## config.mk

```make
export PLATFORM = sky130hd
export DESIGN_NAME = srcr_regs
export DESIGN_NICKNAME = d
export VERILOG_FILES = /design/src/srcr_sync2.v /design/src/srcr_regs.v
export VERILOG_INCLUDE_DIRS = /design/src /design/src/src
export SDC_FILE = /design/constraint.sdc
export NUM_CORES = 1
export LEC_CHECK = 0
export BUFFER_PORTS_ARGS = -buffer_cell sky130_fd_sc_hd__buf_2
export CAP_MARGIN = 25
export CORE_MARGIN = 1
export CORE_UTILIZATION = 35
export DETAILED_ROUTE_END_ITERATION = 8
export PLACE_DENSITY = 0.59
export SLEW_MARGIN = 10
export SYNTH_ARGS = -nofsm -noshare
export SYNTH_HDL_FRONTEND = slang
export SYNTH_HIERARCHICAL = 1
export SYNTH_SLANG_ARGS = --single-unit
```

## constraint.sdc

```tcl
create_clock -name core_clk_i -period 1.8 [get_ports core_clk_i]
set_input_delay 0.09 -clock core_clk_i [delete_from_list [all_inputs] [get_ports core_clk_i]]
set_output_delay 0.09 -clock core_clk_i [all_outputs]
set_load 0.05 [all_outputs]
```

## src/srcr_map.vh

```
// Register map, field positions, reset values and timing counts for the reset/config bank.
// Assumes inclusion by bare name; holds definitions only.
`ifndef SRCR_MAP_VH
`define SRCR_MAP_VH
`define SRCR_ADDR_W 8
`define SRCR_OFS_SOFT_RESET 8'h03
`define SRCR_OFS_INTERFACE_CONFIGURATION_ZERO 8'h04
`define SRCR_INTERFACE_CONFIGURATION_ZERO_RESET 16'h0006
`define SRCR_BIT_SOFT_RESET 0
`define SRCR_BIT_SYNC 15
`define SRCR_BIT_FCS 14
`define SRCR_BIT_CSALIGN 13
`define SRCR_BIT_ZALIGN 12
`define SRCR_FLD_CRED_HI 11
`define SRCR_FLD_CRED_LO 10
`define SRCR_BIT_CUT 9
`define SRCR_LOW_HI 8
`define SRCR_CRED_LVL0 6'h01
`define SRCR_CRED_LVL1 6'h04
`define SRCR_CRED_LVL2 6'h08
`define SRCR_CRED_LVL3 6'h10
`define SRCR_CS_MIN_NS 100
`define SRCR_CLK_NS 10
`define SRCR_CS_MIN_CYC ((`SRCR_CS_MIN_NS + `SRCR_CLK_NS - 1) / `SRCR_CLK_NS)
`define SRCR_RST_HOLD_CYC 4
`endif

```

## src/srcr_sync2.v

```verilog
// Two flip-flop synchroniser for a bundle of single-bit levels.
// Assumes inputs come from outside the core_clk_i domain.
`timescale 1ns/100ps
module srcr_sync2 #(
  parameter W = 1
) (
  input wire core_clk_i,
  input wire sys_rst_i,
  input wire [W-1:0] async_i,
  output wire [W-1:0] sync_o
);
  reg [W-1:0] meta_r;
  reg [W-1:0] sync_r;
  always @(posedge core_clk_i)
  begin
    if (sys_rst_i)
    begin
      meta_r <= {W{1'b0}};
      sync_r <= {W{1'b0}};
    end
    else
    begin
      meta_r <= async_i;
      sync_r <= meta_r;
    end
  end
  assign sync_o = sync_r;
endmodule

```

## src/srcr_regs.v

```verilog
// Software reset register and upper configuration register 0 of an SPI MAC/PHY.
// Assumes an SPI command decoder supplies single-cycle register writes and reads on
// core_clk_i; chip select level arrives raw from the pin and is synchronised here.
//
// Overview of operation
// RL1 - Writing one to the soft reset trigger resets all state, PHY included.
// RL2 - The triggered reset waits until chip select deasserts.
// RL3 - Host keeps chip select asserted at least 100 ns on the trigger write.
// RL4 - The trigger bit clears itself once the reset has run.
// RL5 - The sync bit is copied into every receive footer sync flag.
// RL6 - Sync bit is write-one-to-set; only reset clears it.
// RL7 - After any reset: sync clears, reset-complete sets, interrupt asserts.
// RL8 - FCS check enable makes the device validate the last four frame octets.
// RL9 - Host must not enable MAC CRC appending while FCS check is on.
// RL10 - CS alignment starts frames only in first payload after CS, offset zero.
// RL11 - Zero alignment starts every frame at payload start, offset zero.
// RL12 - Alignment, credit threshold and CS alignment apply only under OA SPI.
// RL13 - Interrupt asserts when free credits reach threshold 1, 4, 8 or 16.
// RL14 - Transmit cut-through forwards frames before they are fully buffered.
// RL15 - Host must feed cut-through data faster than 10 Mbps.
// RL16 - Reserved bits read zero and ignore writes.
`timescale 1ns/100ps
`include "srcr_map.vh"
module srcr_regs (
  input wire core_clk_i,
  input wire sys_rst_i,
  input wire cs_n_i,
  input wire oa_spi_mode_i,
  input wire reg_wr_i,
  input wire reg_rd_i,
  input wire [7:0] reg_addr_i,
  input wire [31:0] reg_wdata_i,
  input wire [5:0] tx_free_credits_i,
  input wire reset_complete_clr_i,
  output reg [31:0] reg_rdata_o,
  output wire reg_ack_o,
  output reg soft_reset_o,
  output reg reset_complete_flag_o,
  output reg irq_o,
  output reg rx_footer_sync_o,
  output reg tx_fcs_check_enable_o,
  output reg cs_aligned_rx_enable_o,
  output reg zero_aligned_rx_enable_o,
  output reg tx_cut_through_enable_o,
  output reg [1:0] tx_credit_level_o,
  output reg [7:0] cfg_low_o
);
  localparam ST_IDLE = 2'd0;
  localparam ST_ARMED = 2'd1;
  localparam ST_RESET = 2'd2;

  wire cs_n_s;
  reg [1:0] state_r;
  reg [1:0] state_nxt;
  reg [2:0] hold_r;
  reg [7:0] cs_cnt_r;
  reg cs_long_r;
  reg cs_prev_r;
  reg sync_bit_r;
  reg [15:0] cfg_r;
  reg [5:0] cred_need;
  reg [31:0] rdata_nxt;
  wire int_rst;
  wire trig_wr;
  wire cfg_wr;
  wire cs_rise;
  wire [31:0] cs_min_last;
  wire [31:0] hold_last;
  wire [15:0] cfg_rst_val;

  srcr_sync2 #(.W(1)) u_cs_sync (
    .core_clk_i(core_clk_i),
    .sys_rst_i(1'b0),
    .async_i(cs_n_i),
    .sync_o(cs_n_s)
  );

  // The soft reset pulse is folded into the same reset that power-on uses. [RL1]
  assign int_rst = sys_rst_i | (state_r == ST_RESET);
  assign trig_wr = reg_wr_i && (reg_addr_i == `SRCR_OFS_SOFT_RESET) &&
                   reg_wdata_i[`SRCR_BIT_SOFT_RESET];
  assign cfg_wr = reg_wr_i && (reg_addr_i == `SRCR_OFS_INTERFACE_CONFIGURATION_ZERO);
  assign cs_rise = cs_n_s && !cs_prev_r;
  assign reg_ack_o = reg_wr_i | reg_rd_i;
  // The long flag sets on the tenth synchronised low sample, so exactly 100 ns is accepted.
  assign cs_min_last = `SRCR_CS_MIN_CYC - 1;
  assign hold_last = `SRCR_RST_HOLD_CYC - 1;
  assign cfg_rst_val = `SRCR_INTERFACE_CONFIGURATION_ZERO_RESET;

  // Chip select low time is measured so a too-short frame drops the trigger.
  always @(posedge core_clk_i)
  begin
    if (sys_rst_i)
    begin
      cs_cnt_r <= 8'h00;
      cs_long_r <= 1'b0;
      cs_prev_r <= 1'b1;
    end
    else
    begin
      cs_prev_r <= cs_n_s;
      if (cs_n_s)
      begin
        cs_cnt_r <= 8'h00;
        cs_long_r <= 1'b0;
      end
      else if (cs_cnt_r < cs_min_last[7:0])
      begin
        cs_cnt_r <= cs_cnt_r + 8'h01;
      end
      else
      begin
        cs_long_r <= 1'b1; // [RL3]
      end
    end
  end

  always @*
  begin
    state_nxt = state_r;
    case (state_r)
      ST_IDLE:
      begin
        if (trig_wr)
        begin
          state_nxt = ST_ARMED;
        end
      end
      ST_ARMED:
      begin
        // Reset is held back until chip select rises so the write completes. [RL2]
        if (cs_rise)
        begin
          state_nxt = cs_long_r ? ST_RESET : ST_IDLE;
        end
      end
      ST_RESET:
      begin
        if (hold_r == hold_last[2:0])
        begin
          state_nxt = ST_IDLE; // [RL4]
        end
      end
      default:
      begin
        state_nxt = ST_IDLE;
      end
    endcase
  end

  always @(posedge core_clk_i)
  begin
    if (sys_rst_i)
    begin
      state_r <= ST_IDLE;
      hold_r <= 3'h0;
      soft_reset_o <= 1'b0;
    end
    else
    begin
      state_r <= state_nxt;
      hold_r <= (state_r == ST_RESET) ? hold_r + 3'h1 : 3'h0;
      soft_reset_o <= (state_nxt == ST_RESET); // [RL1]
    end
  end

  // Write-one-to-set sync, reserved bits dropped, all fields back to defaults.
  always @(posedge core_clk_i)
  begin
    if (int_rst)
    begin
      sync_bit_r <= 1'b0; // [RL7]
      cfg_r <= `SRCR_INTERFACE_CONFIGURATION_ZERO_RESET;
      reset_complete_flag_o <= 1'b1; // [RL7]
    end
    else
    begin
      if (cfg_wr && reg_wdata_i[`SRCR_BIT_SYNC])
      begin
        sync_bit_r <= 1'b1; // [RL6]
      end
      if (cfg_wr)
      begin
        cfg_r <= {1'b0, reg_wdata_i[`SRCR_BIT_FCS:0]}; // [RL16]
      end
      if (reset_complete_clr_i)
      begin
        reset_complete_flag_o <= 1'b0;
      end
    end
  end

  always @*
  begin
    case (cfg_r[`SRCR_FLD_CRED_HI:`SRCR_FLD_CRED_LO])
      2'b00: cred_need = `SRCR_CRED_LVL0;
      2'b01: cred_need = `SRCR_CRED_LVL1;
      2'b10: cred_need = `SRCR_CRED_LVL2;
      default: cred_need = `SRCR_CRED_LVL3; // [RL13]
    endcase
  end

  always @*
  begin
    rdata_nxt = 32'h0000_0000; // [RL16]
    if (reg_addr_i == `SRCR_OFS_INTERFACE_CONFIGURATION_ZERO)
    begin
      rdata_nxt[`SRCR_BIT_SYNC:0] = {sync_bit_r, cfg_r[`SRCR_BIT_FCS:0]};
    end
  end

  always @(posedge core_clk_i)
  begin
    if (int_rst)
    begin
      reg_rdata_o <= 32'h0000_0000;
      irq_o <= 1'b1; // [RL7]
      rx_footer_sync_o <= 1'b0;
      tx_fcs_check_enable_o <= 1'b0;
      cs_aligned_rx_enable_o <= 1'b0;
      zero_aligned_rx_enable_o <= 1'b0;
      tx_cut_through_enable_o <= 1'b0;
      tx_credit_level_o <= 2'b00;
      cfg_low_o <= cfg_rst_val[`SRCR_LOW_HI-1:0];
    end
    else
    begin
      if (reg_rd_i)
      begin
        reg_rdata_o <= rdata_nxt;
      end
      // Interrupt stays up until the complete flag is cleared, and also tracks credits under OA SPI.
      irq_o <= reset_complete_flag_o ||
               (oa_spi_mode_i && (tx_free_credits_i >= cred_need)); // [RL13] [RL12]
      rx_footer_sync_o <= sync_bit_r; // [RL5]
      tx_fcs_check_enable_o <= cfg_r[`SRCR_BIT_FCS]; // [RL8]
      cs_aligned_rx_enable_o <= oa_spi_mode_i & cfg_r[`SRCR_BIT_CSALIGN]; // [RL10] [RL12]
      zero_aligned_rx_enable_o <= oa_spi_mode_i & cfg_r[`SRCR_BIT_ZALIGN]; // [RL11] [RL12]
      tx_cut_through_enable_o <= cfg_r[`SRCR_BIT_CUT]; // [RL14]
      tx_credit_level_o <= cfg_r[`SRCR_FLD_CRED_HI:`SRCR_FLD_CRED_LO];
      cfg_low_o <= cfg_r[`SRCR_LOW_HI-1:0];
    end
  end
endmodule

```

==> results.json, run 1 <==
{
  "outcome": "finished, final reports clean",
  "synth_area_um2": 2720,
  "pwr_density_cell_nw_per_um2": 881,
  "htree_num_levels": 3,
  "ys_warn_count": 6,
  "die_width_um": 90.1,
  "grt.overflow.total": 0,
  "power_w": 0.00298,
  "synthArstFlopShare_pct": 0,
  "antenna_cells": 0,
  "clock_sinks": 67,
  "min-delay-path-class": "input port to flop",
  "critPathBufInv": 0,
  "synth_edf_count": 0,
  "cp.depth": 5,
  "period_minus_slack_ns": 1.62,
  "cts_buffers": 9,
  "worstSetupPathType": "flop to flop",
  "cp_cell_sequence": "nand2b_1 -> ha_1 -> a2111o_1 -> a31oi_1 -> o211ai_1",
  "io_buffer_count": 71,
  "dp_hpwl_mm": 3.61,
  "final_cell_mix": "buf_2 (71), dfxtp_1 (67), nand2b_1 (24)",
  "hold_viol": 0,
  "worstPathArrival_ns": 1.83,
  "synth_top_area_share_pct": 49.3,
  "die_y_um": 90.1,
  "clockBufferDepth": 2,
  "reg2reg_slack_ns": 0.18,
  "clock_latency_ns": 0.33,
  "setup_viol": 0,
  "cp-endpoint": "irq_o$_SDFF_PP1_",
  "final_nets": 426,
  "wl_per_cell_um": 11.6,
  "crit_slowest_cell": "a2111o_1",
  "grt_max_degree": 32,
  "hold_start": "reg_wdata_i[11]",
  "cts_tree": "done",
  "die_area_um2": 8120,
  "syn_inst": 281,
  "place_ws_ns": 0.189,
  "clkTransAtPathRegs_ns": 0.07,
  "irDropWorstVdd_mv": 0.507,
  "root_buffer": "clkbuf_8",
  "slew_viol_final": 0,
  "synth_area_leaders": "dfxtp_1 (49%), nand2b_1 (5.5%), buf_4 (5.0%), nand3_1 (4.2%), a21oi_1 (3.7%)",
  "drt_iter0_markers": 42,
  "final_common_cell": "buf_2",
  "finClkSkew_ns": 0.00827,
  "cp-startpoint": "cfg_r[10]$_SDFFE_PP0P_",
  "finalCritPeriodShare_pct": 89.9,
  "syn_avg_cell_area_um2": 9.68,
  "antenna_found_initial": 0,
  "fin_setup_tns_ns": 0,
  "endpoint_kind": "flop",
  "ys_seq_elements": 67,
  "synth_adder_area_share_pct": 3.68,
  "yosys.area.top_type": "dfxtp_1",
  "cp_slowest_stage_delay_ns": 0.41,
  "synthToLayoutAreaGrowth_pct": 24.4,
  "initial_utilization_pct": 36.9,
  "drc": 0,
  "synth_top_family_by_area": "simple AND/OR/NAND/NOR gates",
  "final_cells": 469,
  "wirelength_mm": 5.43,
  "ant_nets": 0,
  "dp_cells": 441,
  "p_leak_nw": 1.42,
  "rows": 31,
  "ff2ff_path_depth": 5,
  "cp_max_fo": 7,
  "firstDrtPassIters": 4,
  "rsz0062_at_grt": "false",
  "timing.max_cap.violations": 0,
  "grt_pass1_vias": 1925,
  "crit_required_ns": 2.01,
  "start_kind": "flop",
  "synth_mux_area_share_pct": 0.368,
  "fin_util_pct": 45.9,
  "drive_above_1_share_pct": 30.8,
  "via_per_inst": 4.41,
  "yosysSeqAreaShare_pct": 49.3,
  "setup_ws_ns": 0.183,
  "grt_pass1_wl_mm": 8.86,
  "core-area_um2": 7370,
  "clock.fmax_mhz": 618,
  "r2r-start": "cfg_r[10]$_SDFFE_PP0P_",
  "synth_compound_area_share_pct": 10.4,
  "cp_top_family": "compound AO/OA/AOI/OAI gates",
  "place.gp.congestion": 0.787,
  "ys.flop_type": "dfxtp_1",
  "synthXorXnorAreaFrac_pct": 0.322,
  "ioPinCount": 104,
  "synth-simple-area-share_pct": 25.8,
  "fill_cells": 739,
  "r2r_end": "irq_o$_SDFF_PP1_",
  "num_vias": 2070,
  "grt_use_total_pct": 13.9,
  "synth_cell_types": 42
}
-- repair_timing --
| item | CTS | global route |
|---|---|---|
| resized for setup | 0 | 0 |
| hold buffers | 12 | 0 |
| hold endpoints to repair | 12 | 0 |
| buffers inserted | 0 | 0 |
-- Yosys cell counts, types with 2 or more instances --
master	count
a21oi_1	20
and3_1	3
ha_1	8
nor3_1	3
buf_2	4
nand3_2	10
a31oi_1	2
nand2b_1	24
nor2_1	13
a21oi_2	10
buf_4	18
buf_6	2
inv_1	7
clkbuf_1	5
and2_1	15
dfxtp_1	67
nand3_1	23
nand2_1	19
nor2b_1	5
-- how the worst min path moves through the flow --
stage	endpoint	slack (ns)	cells past startpoint
floorplan	reset_complete_flag_o$_SDFFE_PP1P_	0.19	1
finish	cfg_r[11]$_SDFFE_PP0P_	0.01	3
global placement	reset_complete_flag_o$_SDFFE_PP1P_	0.28	2
detailed placement	reset_complete_flag_o$_SDFFE_PP1P_	0.28	2
CTS	cfg_r[11]$_SDFFE_PP0P_	0.0007	3
global route	cfg_r[13]$_SDFFE_PP0P_	0.005	3
-- per-stage QoR --
step / hold slack [ns] / area (um2)
floorplan: 0.190 / 2780
global placement: 0.275 / 3070
detailed placement: 0.279 / 3070
CTS: 0.000660 / 3380
global route: 0.00456 / 3380
finish: 0.0130 / 3380
-- tightest hold or removal path: stages --
cell	delay, ns
buf_2	0.10
nand3_1	0.05
a21oi_1	0.05
-- cell type report --
class	instances	area (um2)	area share [%]
sequential	67	1340	39.7
multi-input combinational	192	1170	34.6
timing repair buffer	88	526	15.5
clock buffer	12	145	4.29
tap	99	124	3.66
clock inverter	4	50.0	1.48
inverter	7	26.3	0.777
-- kinds of logic after synthesis --
| logic type | after synthesis |
|---|---|
| other | 1 |
| AOI/OAI and AO/OA | 42 |
| adders and majority gates | 8 |
| muxes | 1 |
| xor gates and xnor gates | 1 |
| and+or+nand+nor | 122 |
| DFF | 67 |
| buffers and inverters | 39 |
-- routing by layer --
metal	wire, um	share of wire, %	up-vias	GRT usage [%]
met4	67	1.2	0	4.84
met2	2620	48	46	23.6
met1	2530	47	939	16.5
met5	0	0	-	0
met3	218	4.0	8	4.48
li1	-	-	1077	-
-- report_power, final --
| group | switching, W | internal, W | leakage (nW) |
|---|---|---|---|
| clock | 0.000542 | 0.000676 | 0.0926 |
| sequential | 0.00000858 | 0.00149 | 0.541 |
| combinational | 0.000175 | 0.0000815 | 0.781 |
-- registers in the layout, indices dropped and copies added, names as in the netlist, 2 cells and up --
signal / flops
reg_rdata_o: 16
cfg_r: 15
cfg_low_o: 8
cs_cnt_r: 8
hold_r: 3
state_r: 2
tx_credit_level_o: 2
Note: power is estimated with default switching activity, not from simulation.
==> run 2, diff against run 1 <==
- HOLD_SLACK_MARGIN: unset -> 0.15
==> run 2 against run 1 <==
Largest power group unchanged. Hold slack improved by 0.16 ns. Critical path depth is the same. Clock power hardly changed.
==> results.json, run 2 (same netlist as run 1, synthesis figures left out) <==
{
  "outcome": "finished, final reports clean",
  "top_regs": "reg_rdata_o: 16 flops, cfg_r: 15 flops",
  "drt_iter0_markers": 42,
  "worstSetupPathType": "flop to flop",
  "fin_setup_tns_ns": 0,
  "clock_sinks": 67,
  "wl_per_cell_um": 11.7,
  "firstDrtPassIters": 4,
  "worstPathArrival_ns": 1.82,
  "core-area_um2": 7370,
  "use_met2_pct": 24.0,
  "ant_nets": 0,
  "hold_viol": 0,
  "dp_hpwl_mm": 3.61,
  "io_buffer_count": 71,
  "die_area_um2": 8120,
  "critPathBufInv": 0,
  "largest_register": "reg_rdata_o",
  "timing.max_cap.violations": 0,
  "finalCritPeriodShare_pct": 89.6,
  "hold_start": "tx_free_credits_i[1]",
  "drc": 0,
  "grt_use_total_pct": 14.4,
  "largest_reg_flops": 16,
  "grt_pass1_wl_mm": 9.13,
  "place.gp.congestion": 0.787,
  "crit_slowest_cell": "a2111o_1",
  "cp-startpoint": "cfg_r[10]$_SDFFE_PP0P_",
  "grt_max_degree": 32,
  "root_buffer": "clkbuf_8",
  "fill_cells": 721,
  "final_common_cell": "buf_2",
  "cp_cell_sequence": "nand2b_1 -> ha_1 -> a2111o_1 -> a31oi_1 -> o211ai_1",
  "finClkSkew_ns": 0.00711,
  "cp_max_fo": 7,
  "clkTransAtPathRegs_ns": 0.07,
  "place_ws_ns": 0.189,
  "num_vias": 2119,
  "drive_above_1_share_pct": 29.8,
  "endpoint_kind": "flop",
  "p_comb_share_pct": 9.3,
  "p_seq_share_pct": 50.1,
  "p_switching_w": 0.000730,
  "busiest_layer": "met2",
  "setup_ws_ns": 0.187,
  "wirelength_mm": 5.62,
  "initial_utilization_pct": 36.9,
  "final_cell_mix": "buf_2 (71), dfxtp_1 (67), dlygate4sd3_1 (25)",
  "cts_resized": 0,
  "met1_usage_pct": 17.1,
  "antenna_found_initial": 0,
  "swShare_pct": 24.3,
  "internal_power_w": 0.00227,
  "die_width_um": 90.1,
  "final_nets": 439,
  "min-delay-path-class": "input port to flop",
  "crit_required_ns": 2.01,
  "slew_viol_final": 0,
  "p_clk_share_pct": 40.6,
  "via_per_inst": 4.40,
  "irDropWorstVdd_mv": 0.515,
  "cp_top_family": "compound AO/OA/AOI/OAI gates",
  "antenna_cells": 0,
  "grt_pass1_vias": 1982,
  "grtUsageMet3_pct": 3.64,
  "postPlaceCellArea_um2": 3070,
  "cp_slowest_stage_delay_ns": 0.41,
  "die_y_um": 90.1,
  "clockBufferDepth": 2,
  "htree_num_levels": 3,
  "setup_viol": 0,
  "pwr_density_cell_nw_per_um2": 854,
  "synthToLayoutAreaGrowth_pct": 29.2,
  "p_leak_nw": 1.47,
  "start_kind": "flop",
  "cts_buffers": 9,
  "ioPinCount": 104,
  "r2r-start": "cfg_r[10]$_SDFFE_PP0P_",
  "grt.overflow.total": 0,
  "period_minus_slack_ns": 1.61,
  "fin_area_um2": 3510,
  "clock.fmax_mhz": 620,
  "cts_tree": "done",
  "clock_latency_ns": 0.33,
  "rows": 31,
  "rsz0062_at_grt": "false"
}
run 2: metrics by stage:
step	instances	hold slack (ns)	utilization, %	power (W)
after floorplan	298	0.190	-	0.00173
after detailed placement	441	0.279	41.6	0.00177
after global placement	441	0.275	41.6	0.00177
final	482	0.178	47.7	0.00300
after global routing	482	0.195	47.7	0.00314
after CTS	482	0.162	47.7	0.00304
run 2: layout make-up:
class                   instances  area [um2]  area share [%]
clock buffers                  12         145            4.13
flip-flops and latches         67        1340            38.2
multi-input cells             192        1170            33.3
inverters                       7        26.3           0.748
repair buffers                101         656            18.7
well taps                      99         124            3.53
clock inverters                 4        50.0            1.43
run 2: what timing repair did:
item                                    in CTS  in global routing
endpoints found under the setup margin       0                  0
setup buffers                                0                  0
hold buffers                                25                  0
hold endpoints to repair                    27                  0
run 2: layer usage:
metal	wire length, um	vias up
met5	0	-
met3	190	11
met2	2690	48
met1	2620	958
met4	123	0
li1	-	1102
run 2: worst min-delay path: stages:
cell and delay [ns]:
buf_2 0.07, nor2_1 0.03, nand2_1 0.05, a31oi_1 0.07, o211ai_1 0.15
run 2: power groups by stage:
stage	clock network, W	registers [W]	logic [W]
global placement	0	0.00154	0.000234
finish	0.00122	0.00150	0.000279
global route	0.00134	0.00150	0.000301
detailed placement	0	0.00154	0.000238
floorplan	0	0.00155	0.000187
CTS	0.00126	0.00150	0.000280
run 2: final timing paths:
kind | end | slack, ns | depth (start not counted)
setup / recovery | irq_o$_SDFF_PP1_ | 0.19 | 5
setup reg to reg | irq_o$_SDFF_PP1_ | 0.19 | 5
hold / removal | irq_o$_SDFF_PP1_ | 0.18 | 5
hold reg to reg | hold_r[0]$_SDFF_PP0_ | 0.44 | 1
